## config.mk

```make
export PLATFORM = sky130hd
export DESIGN_NAME = dmc_mac_top
export DESIGN_NICKNAME = d
export VERILOG_FILES = /design/src/design/dmc_pkg.sv /design/src/design/dmc_mac_unit.sv /design/src/design/dmc_mac_top.sv
export SDC_FILE = /design/constraint.sdc
export NUM_CORES = 2
export LEC_CHECK = 0
export ABC_CLOCK_PERIOD_IN_PS = 5300
export BUFFER_PORTS_ARGS = -buffer_cell sky130_fd_sc_hd__buf_2
export CAP_MARGIN = 20
export CORE_ASPECT_RATIO = 1.2
export CORE_MARGIN = 2
export CORE_UTILIZATION = 30
export CTS_CLUSTER_DIAMETER = 30
export DETAILED_ROUTE_END_ITERATION = 6
export PLACE_DENSITY = 0.49
export REMOVE_ABC_BUFFERS = 1
export SLEW_MARGIN = 10
export SYNTH_ARGS = -nofsm -noshare
export SYNTH_HDL_FRONTEND = slang
export SYNTH_SLANG_ARGS = --single-unit
```

## constraint.sdc

```tcl
create_clock -name CORE_CLK -period 5.3 [get_ports CORE_CLK]
set_clock_uncertainty 0.2 [all_clocks]
set_input_delay 0.265 -clock CORE_CLK [delete_from_list [all_inputs] [get_ports CORE_CLK]]
set_output_delay 0.265 -clock CORE_CLK [all_outputs]
set_load 0.005 [all_outputs]
```

## src/design/dmc_pkg.sv

```systemverilog
// shared constants, types and helpers of the dsp multiply-accumulate coprocessor
package dmc_pkg;

   // datapath widths
   localparam int ACC_W   = 40;
   localparam int WORD_W  = 32;
   localparam int HALF_W  = 16;
   localparam int FLAGS_W = 4;
   localparam int COUNT_W = 32;

   // instruction fields
   localparam int COND_MSB    = 31;
   localparam int COND_LSB    = 28;
   localparam int MAJOR_MSB   = 27;
   localparam int MAJOR_LSB   = 20;
   localparam int OPSEL_MSB   = 19;
   localparam int OPSEL_LSB   = 16;
   localparam int HALF_X_BIT  = 17;
   localparam int HALF_Y_BIT  = 16;
   localparam int MPLR_MSB    = 15;
   localparam int MPLR_LSB    = 12;
   localparam int ZERO_MSB    = 11;
   localparam int ZERO_LSB    = 8;
   localparam int ACCSEL_MSB  = 7;
   localparam int ACCSEL_LSB  = 5;
   localparam int MARK_BIT    = 4;
   localparam int MCAND_MSB   = 3;
   localparam int MCAND_LSB   = 0;

   localparam logic [7:0] MAC_MAJOR  = 8'hE2;
   localparam logic [3:0] ZERO_FIELD = 4'h0;

   // operation-select codes
   localparam logic [3:0] OP_WORD_MAC          = 4'h0;
   localparam logic [3:0] OP_DUAL_HALF_MAC     = 4'h8;
   localparam logic [3:0] OP_HALF_MAC_LOW_LOW  = 4'hC;
   localparam logic [3:0] OP_HALF_MAC_LOW_HIGH = 4'hD;
   localparam logic [3:0] OP_HALF_MAC_HIGH_LOW = 4'hE;
   localparam logic [3:0] OP_HALF_MAC_HIGH_HIGH = 4'hF;

   typedef enum logic [1:0] {
      MK_NONE = 2'b00,
      MK_WORD = 2'b01,
      MK_DUAL = 2'b10,
      MK_HALF = 2'b11
   } dmc_mac_kind_t;

   // register map, byte addresses
   localparam int ADDR_W = 5;
   localparam logic [4:0] REG_CTRL      = 5'h00;
   localparam logic [4:0] REG_STATUS    = 5'h04;
   localparam logic [4:0] REG_ACC_LO    = 5'h08;
   localparam logic [4:0] REG_ACC_HI    = 5'h0C;
   localparam logic [4:0] REG_MAC_COUNT = 5'h10;

   // field positions
   localparam int CTRL_ACCESS_EN_BIT = 0;
   localparam int STAT_UNDEF_BIT     = 0;
   localparam int STAT_DECODE_BIT    = 1;
   localparam int ACC_HI_W           = 8;

   // reset values
   localparam logic [39:0] ACC_RST       = 40'h00_0000_0000;
   localparam logic        ACCESS_EN_RST = 1'b0;
   localparam logic [31:0] WORD_RST      = 32'h0000_0000;
   localparam logic [31:0] COUNT_RST     = 32'h0000_0000;

   // condition check against n z c v flags
   function automatic logic dmc_cond_pass(input logic [3:0] cond, input logic [3:0] nzcv);
      logic n;
      logic z;
      logic c;
      logic v;
      n = nzcv[3];
      z = nzcv[2];
      c = nzcv[1];
      v = nzcv[0];
      case (cond)
         4'h0: dmc_cond_pass = z;
         4'h1: dmc_cond_pass = ~z;
         4'h2: dmc_cond_pass = c;
         4'h3: dmc_cond_pass = ~c;
         4'h4: dmc_cond_pass = n;
         4'h5: dmc_cond_pass = ~n;
         4'h6: dmc_cond_pass = v;
         4'h7: dmc_cond_pass = ~v;
         4'h8: dmc_cond_pass = c & ~z;
         4'h9: dmc_cond_pass = ~c | z;
         4'hA: dmc_cond_pass = (n == v);
         4'hB: dmc_cond_pass = (n != v);
         4'hC: dmc_cond_pass = ~z & (n == v);
         4'hD: dmc_cond_pass = z | (n != v);
         default: dmc_cond_pass = 1'b1;
      endcase
   endfunction : dmc_cond_pass

   // byte-enable merge of a bus write into a stored word
   function automatic logic [31:0] dmc_merge(input logic [31:0] old, input logic [31:0] wd,
                                             input logic [3:0] be);
      logic [31:0] r;
      r = old;
      for (int i = 0; i < 4; i++) begin
         if (be[i]) begin
            r[i*8 +: 8] = wd[i*8 +: 8];
         end
      end
      dmc_merge = r;
   endfunction : dmc_merge

endpackage : dmc_pkg

```

## src/design/dmc_mac_unit.sv

```systemverilog
// signed product unit: forms the 40-bit addend for each multiply-accumulate kind
module dmc_mac_unit
   import dmc_pkg::*;
(
   // operation
   input  wire dmc_pkg::dmc_mac_kind_t kind,
   input  wire logic                   sel_x,
   input  wire logic                   sel_y,
   // operands
   input  wire logic [31:0]            multiplier_reg,
   input  wire logic [31:0]            multiplicand_reg,
   // result
   output logic      [39:0]            addend
);
   import dmc_pkg::*;

   logic signed [63:0] word_prod;
   logic signed [31:0] low_prod;
   logic signed [31:0] high_prod;
   logic signed [31:0] half_prod;
   logic signed [15:0] half_mcand;
   logic signed [15:0] half_mplr;
   logic        [39:0] dual_sum;

   // every operand is two's complement, no unsigned form
   assign word_prod  = $signed(multiplier_reg) * $signed(multiplicand_reg);
   assign low_prod   = $signed(multiplier_reg[15:0]) * $signed(multiplicand_reg[15:0]);
   assign high_prod  = $signed(multiplier_reg[31:16]) * $signed(multiplicand_reg[31:16]);
   assign half_mcand = sel_x ? multiplicand_reg[31:16] : multiplicand_reg[15:0];
   assign half_mplr  = sel_y ? multiplier_reg[31:16] : multiplier_reg[15:0];
   assign half_prod  = half_mcand * half_mplr;
   assign dual_sum   = {{8{low_prod[31]}}, low_prod} + {{8{high_prod[31]}}, high_prod};

   always_comb begin
      case (kind)
         MK_WORD: addend = word_prod[39:0];
         MK_DUAL: addend = dual_sum;
         MK_HALF: addend = {{8{half_prod[31]}}, half_prod};
         default: addend = ACC_RST;
      endcase
   end

endmodule : dmc_mac_unit

```

## src/design/dmc_mac_top.sv

```systemverilog
// dsp multiply-accumulate coprocessor: decoder, accumulator and avalon register slave
// Notes on behaviour
// - one 40-bit accumulator is every destination
// - enabled coprocessor runs in any processor mode
// - disabled coprocessor refuses, raises undefined exception
// - access bit written only when privileged
// - recognise major e2, zero bits, marker bit
// - register and selector fields at fixed bits
// - opcode 0 word, 8 dual half
// - opcodes c to f select halves
// - update only when condition passes
// - signed 32x32 product added to accumulator
// - all operands signed, no unsigned form
// - dual: low halves and high halves multiplied
// - both products sign-extended, summed into accumulator
// - accumulator readable and writable by core
// - selector one picks top half
// - one half product added, flags untouched
// - accumulator moves use two words
module dmc_mac_top
   import dmc_pkg::*;
(
   // clock and reset
   input  wire logic                       CORE_CLK,
   input  wire logic                       RST,
   // instruction issue from the core
   input  wire logic                       INSTR_VALID,
   input  wire logic [31:0]                INSTR_WORD,
   input  wire logic [31:0]                MULTIPLIER_VAL,
   input  wire logic [31:0]                MULTIPLICAND_VAL,
   input  wire logic [dmc_pkg::FLAGS_W-1:0] COND_FLAGS,
   input  wire logic                       PRIV_MODE,
   // instruction answer
   output logic                            INSTR_DONE,
   output logic                            INSTR_UNDEF,
   output logic                            INSTR_EXECUTED,
   output logic [dmc_pkg::ACC_W-1:0]       ACC_VALUE,
   // avalon-mm slave
   input  wire logic [dmc_pkg::ADDR_W-1:0] AVS_ADDRESS,
   input  wire logic                       AVS_READ,
   input  wire logic                       AVS_WRITE,
   input  wire logic [31:0]                AVS_WRITEDATA,
   input  wire logic [3:0]                 AVS_BYTEENABLE,
   output logic [31:0]                     AVS_READDATA,
   output logic                            AVS_WAITREQUEST
);
   import dmc_pkg::*;

   // architectural state
   logic [39:0]   mac_accumulator_r;
   logic [39:0]   mac_accumulator_nxt;
   logic          access_en_r;
   logic [31:0]   lo_stage_r;
   logic          undef_flag_r;
   logic          decode_flag_r;
   logic [31:0]   mac_count_r;

   // answer flip-flops
   logic          done_r;
   logic          undef_r;
   logic          exec_r;
   logic [31:0]   rdata_r;
   logic          ack_r;

   // decode
   logic          is_mac_format;
   logic [3:0]    op_sel;
   logic [3:0]    cond_field;
   logic [3:0]    mplr_idx;
   logic [3:0]    mcand_idx;
   logic [2:0]    acc_sel;
   dmc_mac_kind_t kind;
   logic          cond_ok;
   logic          instr_undef;
   logic          instr_exec;
   logic          instr_miss;
   logic [39:0]   addend;

   // bus
   logic          bus_req;
   logic          bus_commit;
   logic          bus_first;
   logic          wr_ctrl;
   logic          wr_status;
   logic          wr_acc_lo;
   logic          wr_acc_hi;
   logic          acc_reg_hit;
   logic          bus_refused;
   logic          acc_load;
   logic [39:0]   acc_load_val;
   logic [39:0]   acc_base;
   logic [31:0]   rdata_nxt;

   // ------------------------------------------------------------------
   // instruction decode
   // ------------------------------------------------------------------
   assign is_mac_format = (INSTR_WORD[MAJOR_MSB:MAJOR_LSB] == MAC_MAJOR)
                        && (INSTR_WORD[ZERO_MSB:ZERO_LSB] == ZERO_FIELD)
                        && INSTR_WORD[MARK_BIT];
   assign cond_field = INSTR_WORD[COND_MSB:COND_LSB];
   assign op_sel     = INSTR_WORD[OPSEL_MSB:OPSEL_LSB];
   assign mplr_idx   = INSTR_WORD[MPLR_MSB:MPLR_LSB];
   assign acc_sel    = INSTR_WORD[ACCSEL_MSB:ACCSEL_LSB];
   assign mcand_idx  = INSTR_WORD[MCAND_MSB:MCAND_LSB];

   // operand values arrive already read from the core registers named by the indices;
   // the indices and the accumulator selector steer nothing here, as only one accumulator exists
   always_comb begin
      kind = MK_NONE;
      if (is_mac_format) begin
         case (op_sel)
            OP_WORD_MAC:           kind = MK_WORD;
            OP_DUAL_HALF_MAC:      kind = MK_DUAL;
            OP_HALF_MAC_LOW_LOW,
            OP_HALF_MAC_LOW_HIGH,
            OP_HALF_MAC_HIGH_LOW,
            OP_HALF_MAC_HIGH_HIGH: kind = MK_HALF;
            default:               kind = MK_NONE;
         endcase
      end
   end

   assign cond_ok = dmc_cond_pass(cond_field, COND_FLAGS);

   // privilege plays no part in instruction acceptance
   assign instr_undef = INSTR_VALID && !access_en_r;
   assign instr_exec  = INSTR_VALID && access_en_r && (kind != MK_NONE) && cond_ok;
   assign instr_miss  = INSTR_VALID && access_en_r && (kind == MK_NONE);

   dmc_mac_unit u_mac_unit (
      .kind             (kind),
      .sel_x            (INSTR_WORD[HALF_X_BIT]),
      .sel_y            (INSTR_WORD[HALF_Y_BIT]),
      .multiplier_reg   (MULTIPLIER_VAL),
      .multiplicand_reg (MULTIPLICAND_VAL),
      .addend           (addend)
   );

   // ------------------------------------------------------------------
   // avalon slave: every access waits one cycle, then completes
   // ------------------------------------------------------------------
   assign bus_req         = AVS_READ || AVS_WRITE;
   assign AVS_WAITREQUEST = bus_req && !ack_r;
   assign bus_first       = bus_req && !ack_r;
   assign bus_commit      = bus_req && ack_r;

   assign acc_reg_hit = (AVS_ADDRESS == REG_ACC_LO) || (AVS_ADDRESS == REG_ACC_HI);
   // accumulator moves are coprocessor accesses and obey the enable bit
   assign bus_refused = acc_reg_hit && !access_en_r;

   assign wr_ctrl   = bus_commit && AVS_WRITE && (AVS_ADDRESS == REG_CTRL);
   assign wr_status = bus_commit && AVS_WRITE && (AVS_ADDRESS == REG_STATUS);
   assign wr_acc_lo = bus_commit && AVS_WRITE && (AVS_ADDRESS == REG_ACC_LO) && access_en_r;
   assign wr_acc_hi = bus_commit && AVS_WRITE && (AVS_ADDRESS == REG_ACC_HI) && access_en_r;

   always_ff @(posedge CORE_CLK or posedge RST) begin
      if (RST) begin
         ack_r <= 1'b0;
      end else begin
         ack_r <= bus_first;
      end
   end

   always_comb begin
      rdata_nxt = WORD_RST;
      case (AVS_ADDRESS)
         REG_CTRL:      rdata_nxt[CTRL_ACCESS_EN_BIT] = access_en_r;
         REG_STATUS: begin
            rdata_nxt[STAT_UNDEF_BIT]  = undef_flag_r;
            rdata_nxt[STAT_DECODE_BIT] = decode_flag_r;
         end
         REG_ACC_LO:    rdata_nxt = access_en_r ? mac_accumulator_r[31:0] : WORD_RST;
         REG_ACC_HI:    rdata_nxt[ACC_HI_W-1:0] = access_en_r ? mac_accumulator_r[39:32] : 8'h00;
         REG_MAC_COUNT: rdata_nxt = mac_count_r;
         default:       rdata_nxt = WORD_RST;
      endcase
   end

   always_ff @(posedge CORE_CLK or posedge RST) begin
      if (RST) begin
         rdata_r <= WORD_RST;
      end else if (bus_first && AVS_READ) begin
         rdata_r <= rdata_nxt;
      end
   end

   assign AVS_READDATA = rdata_r;

   // ------------------------------------------------------------------
   // control register
   // ------------------------------------------------------------------
   always_ff @(posedge CORE_CLK or posedge RST) begin
      if (RST) begin
         access_en_r <= ACCESS_EN_RST;
      end else if (wr_ctrl && PRIV_MODE && AVS_BYTEENABLE[0]) begin
         access_en_r <= AVS_WRITEDATA[CTRL_ACCESS_EN_BIT];
      end
   end

   // ------------------------------------------------------------------
   // sticky status, write one to clear, a new event beats the clear
   // ------------------------------------------------------------------
   always_ff @(posedge CORE_CLK or posedge RST) begin
      if (RST) begin
         undef_flag_r <= 1'b0;
      end else if (instr_undef || (bus_commit && bus_refused)) begin
         undef_flag_r <= 1'b1;
      end else if (wr_status && AVS_BYTEENABLE[0] && AVS_WRITEDATA[STAT_UNDEF_BIT]) begin
         undef_flag_r <= 1'b0;
      end
   end

   always_ff @(posedge CORE_CLK or posedge RST) begin
      if (RST) begin
         decode_flag_r <= 1'b0;
      end else if (instr_miss) begin
         decode_flag_r <= 1'b1;
      end else if (wr_status && AVS_BYTEENABLE[0] && AVS_WRITEDATA[STAT_DECODE_BIT]) begin
         decode_flag_r <= 1'b0;
      end
   end

   // ------------------------------------------------------------------
   // accumulator: low word staged, high byte write loads all 40 bits
   // ------------------------------------------------------------------
   always_ff @(posedge CORE_CLK or posedge RST) begin
      if (RST) begin
         lo_stage_r <= WORD_RST;
      end else if (wr_acc_lo) begin
         lo_stage_r <= dmc_merge(lo_stage_r, AVS_WRITEDATA, AVS_BYTEENABLE);
      end
   end

   assign acc_load     = wr_acc_hi && AVS_BYTEENABLE[0];
   assign acc_load_val = {AVS_WRITEDATA[ACC_HI_W-1:0], lo_stage_r};
   // a load and a multiply in one cycle: the multiply adds onto the loaded value
   assign acc_base     = acc_load ? acc_load_val : mac_accumulator_r;

   always_comb begin
      mac_accumulator_nxt = acc_base;
      if (instr_exec) begin
         mac_accumulator_nxt = acc_base + addend;
      end
   end

   always_ff @(posedge CORE_CLK or posedge RST) begin
      if (RST) begin
         mac_accumulator_r <= ACC_RST;
      end else begin
         mac_accumulator_r <= mac_accumulator_nxt;
      end
   end

   assign ACC_VALUE = mac_accumulator_r;

   // ------------------------------------------------------------------
   // executed-operation counter
   // ------------------------------------------------------------------
   always_ff @(posedge CORE_CLK or posedge RST) begin
      if (RST) begin
         mac_count_r <= COUNT_RST;
      end else if (instr_exec) begin
         mac_count_r <= mac_count_r + 32'h0000_0001;
      end
   end

   // ------------------------------------------------------------------
   // instruction answer pulses, one cycle after issue
   // ------------------------------------------------------------------
   always_ff @(posedge CORE_CLK or posedge RST) begin
      if (RST) begin
         done_r  <= 1'b0;
         undef_r <= 1'b0;
         exec_r  <= 1'b0;
      end else begin
         done_r  <= INSTR_VALID && access_en_r;
         undef_r <= instr_undef;
         exec_r  <= instr_exec;
      end
   end

   // no condition flag output exists: the core flags are never written
   assign INSTR_DONE     = done_r;
   assign INSTR_UNDEF    = undef_r;
   assign INSTR_EXECUTED = exec_r;

endmodule : dmc_mac_top

```

==> flow_metrics.tcl <==
set metrics [dict create \
    antenna_found_initial 14 \
    cts_root_buf "clkbuf_16" \
    gp_congestion 0.932 \
    placed_cells 9748 \
    cts_buffers 17 \
    finalSetupTns_ps -95220 \
    period_needed_ps 8900 \
    finalCritPeriodShare_pct 168 \
    fp.dieH_um 482 \
    status "complete, but fails checks" \
    multi_input_area_um2 49000 \
    cp_slowest_cell "fa_1" \
    synthMuxAreaShare_pct 2.52 \
    rsz0062_at_grt "yes" \
    worstMarginPinSlew_ps 903 \
    io_buffer_count 211 \
    synth_top_family_by_area "adder cells" \
    clock_sinks 143 \
    wl_um 217000 \
    crit_arrival_ps 8990 \
    grt_start_max_net_pins 74 \
    vias 46700 \
    violations "setup timing" \
    core_area_um2 189000 \
    synth-seq-cells 143 \
    synthAdderAreaFrac_pct 56.6 \
    routedWlPerCell_um 21.8 \
    yosys.area.top_type "fa_1" \
    insertion_delay_ps 430 \
    dr.pass1.iters 7 \
    grt-ovfl-total 0 \
    cts_tree "yes" \
    drt_iter0_drc 2891 \
    dp_hpwl_um 188000 \
    grt_pass1_wl_um 318000 \
    hold_viol 0 \
    die-area_um2 194000 \
    timing.final.max_slew_violations 0 \
    endpoint_kind "flop" \
    final_cells 9929 \
    synth-seq-area-share_pct 6.26 \
    drcViolationCount 0 \
    antenna_left 0 \
    cts.path.max_buffers 2 \
    cp.required_ps 5390 \
    async_flop_share_pct 100 \
    ioPinCount 223 \
    critPathKind "primary input to flop" \
    grt_use_total_pct 21.9 \
    critPathLaunchType "primary input" \
    path_clk_slew_ps 60 \
    fillers 18900 \
    placementRows 175 \
    critPathMaxStageDelay_ps 550 \
    ys_types 86 \
    drive_above_1_share_pct 27.2 \
    ys.warnings.count 0 \
    first_global_vias 50400 \
    hold_path_class "primary input to flop" \
    synthTopCellsByCount "inv_1, fa_1, nand2_1" \
    synthSimpleGateAreaFrac_pct 13.7 \
    start_util_pct 30.2 \
    via_per_inst 4.70 \
    cts-htree-levels 4 \
    regArea_um2 3580 \
    synth_top_cell_area_share_pct 47.9 \
    syn_inst 6220 \
    synthTopCellsByArea "fa_1, inv_1, ha_1" \
    die_x_um 403 \
    maxCapViolCount 0 \
    synth_area_um2 57200 \
    area_growth_pct 30.7 \
    fmax_mhz 112 \
    final-setup-viol-count 34 \
    max_slew_margin_pct 39.2 \
    yosysMostFrequentCell "inv_1" \
    yosys.area_share.xor_xnor_pct 3.44 \
    synth_compound_area_share_pct 5.71 \
    synth.avg_cell_area_um2 9.20 \
    finalWorstSetupSlack_ps -3600 \
    postSynth.topFlopCell "dfrtp_1" \
    synth_edf_count 0 \
    hold_ws_ps 151 \
    cp_max_fo 6 \
    fin_nets 9349 \
    critPathMostFrequentCell "fa_1" \
]
repair_timing:
item / in CTS / in global routing
buffers inserted: 42 / 71
pin swaps: 202 / 214
endpoints found under the setup margin: 36 / 36
gates resized for setup: 396 / 361
hold buffers: 37 / 0
endpoints found under the hold margin: 107 / 0
cloned: 4 / 8
flip-flops by register name (all words and copies together) (netlist names):
name / flops
decode_flag_r: 1
ack_r: 1
lo_stage_r: 32
access_en_r: 1
AVS_READDATA: 32
INSTR_EXECUTED: 1
ACC_VALUE: 40
undef_flag_r: 1
INSTR_UNDEF: 1
INSTR_DONE: 1
mac_count_r: 32
through the flow:
stage	instance area (um2)	utilization [%]	setup WS, ps
2_1_floorplan	56200	-	-3600
3_3_place_gp	69800	36.8	-4750
3_5_place_dp	69800	36.8	-4800
4_1_cts	72800	38.4	-3680
5_1_grt	74800	39.5	-3880
6_report	74800	39.5	-3600
logic make-up after synthesis:
family,Yosys count
buffers and inverters,1791
adders and majority gates,1765
and+or+nand+nor,1676
AOI/OAI and AO/OA,490
xor gates and xnor gates,225
DFF,143
muxes,130
per-layer routing:
layer  track usage (%)  routed length, um  part of all wire (%)  up-vias
met3              1.91              11000                   5.1      297
met2              38.9             108000                    50     1316
met5                 0                 73                 0.034        -
li1                  -                  -                     -    20900
met1              28.2              89600                    41    24200
met4              6.94               8740                   4.0       10
placed cells by master (no fill, tap or decap), types with 72 or more instances in the layout:
cell type / n
inv_1: 1446
fa_1: 1297
buf_4: 1051
nand2_1: 768
and2_1: 384
ha_1: 344
nor2_1: 251
buf_2: 156
dfrtp_1: 143
xnor2_1: 143
buf_12: 101
mux2_2: 97
a21oi_1: 95
buf_6: 90
inv_2: 73
fa_2: 72
cell type report:
cell class / instances / share of cell area (%)
Antenna cell: 1 / 0.00335
Inverter: 1520 / 7.64
Timing Repair Buffer: 1469 / 17.0
Clock buffer: 19 / 0.592
Sequential cell: 143 / 4.78
Multi-Input combinational cell: 4286 / 65.6
Tap cell: 2478 / 4.15
Clock inverter: 13 / 0.238
worst paths after layout:
| kind | depth (start not counted) | to | startpoint | slack [ps] |
|---|---|---|---|---|
| worst max-delay path | 43 | ACC_VALUE[36] | MULTIPLICAND_VAL[10] | -3600 |
| worst min-delay path | 4 | AVS_READDATA[0] | AVS_ADDRESS[2] | 150 |
| worst max register to register | 18 | ACC_VALUE[29] | ack_r | 400 |
| worst min register to register | 1 | AVS_READDATA[1] | AVS_READDATA[1] | 280 |
| max in group asynchronous | 4 | ACC_VALUE[39] | RST | 3630 |
| min in group asynchronous | 3 | mac_count_r[25] | RST | 290 |
critical path, delay by kind of cell:
kind	cells	cell delay, ps
adder cells (fa/ha/maj)	10	4510
AO/OA/AOI/OAI	13	2040
XOR/XNOR	2	290
buffers and inverters	13	1260
AND/OR/NAND/NOR	5	620
Power is not shown: default switching activity piles up to over one toggle a cycle in this logic, so the estimate is an artifact.
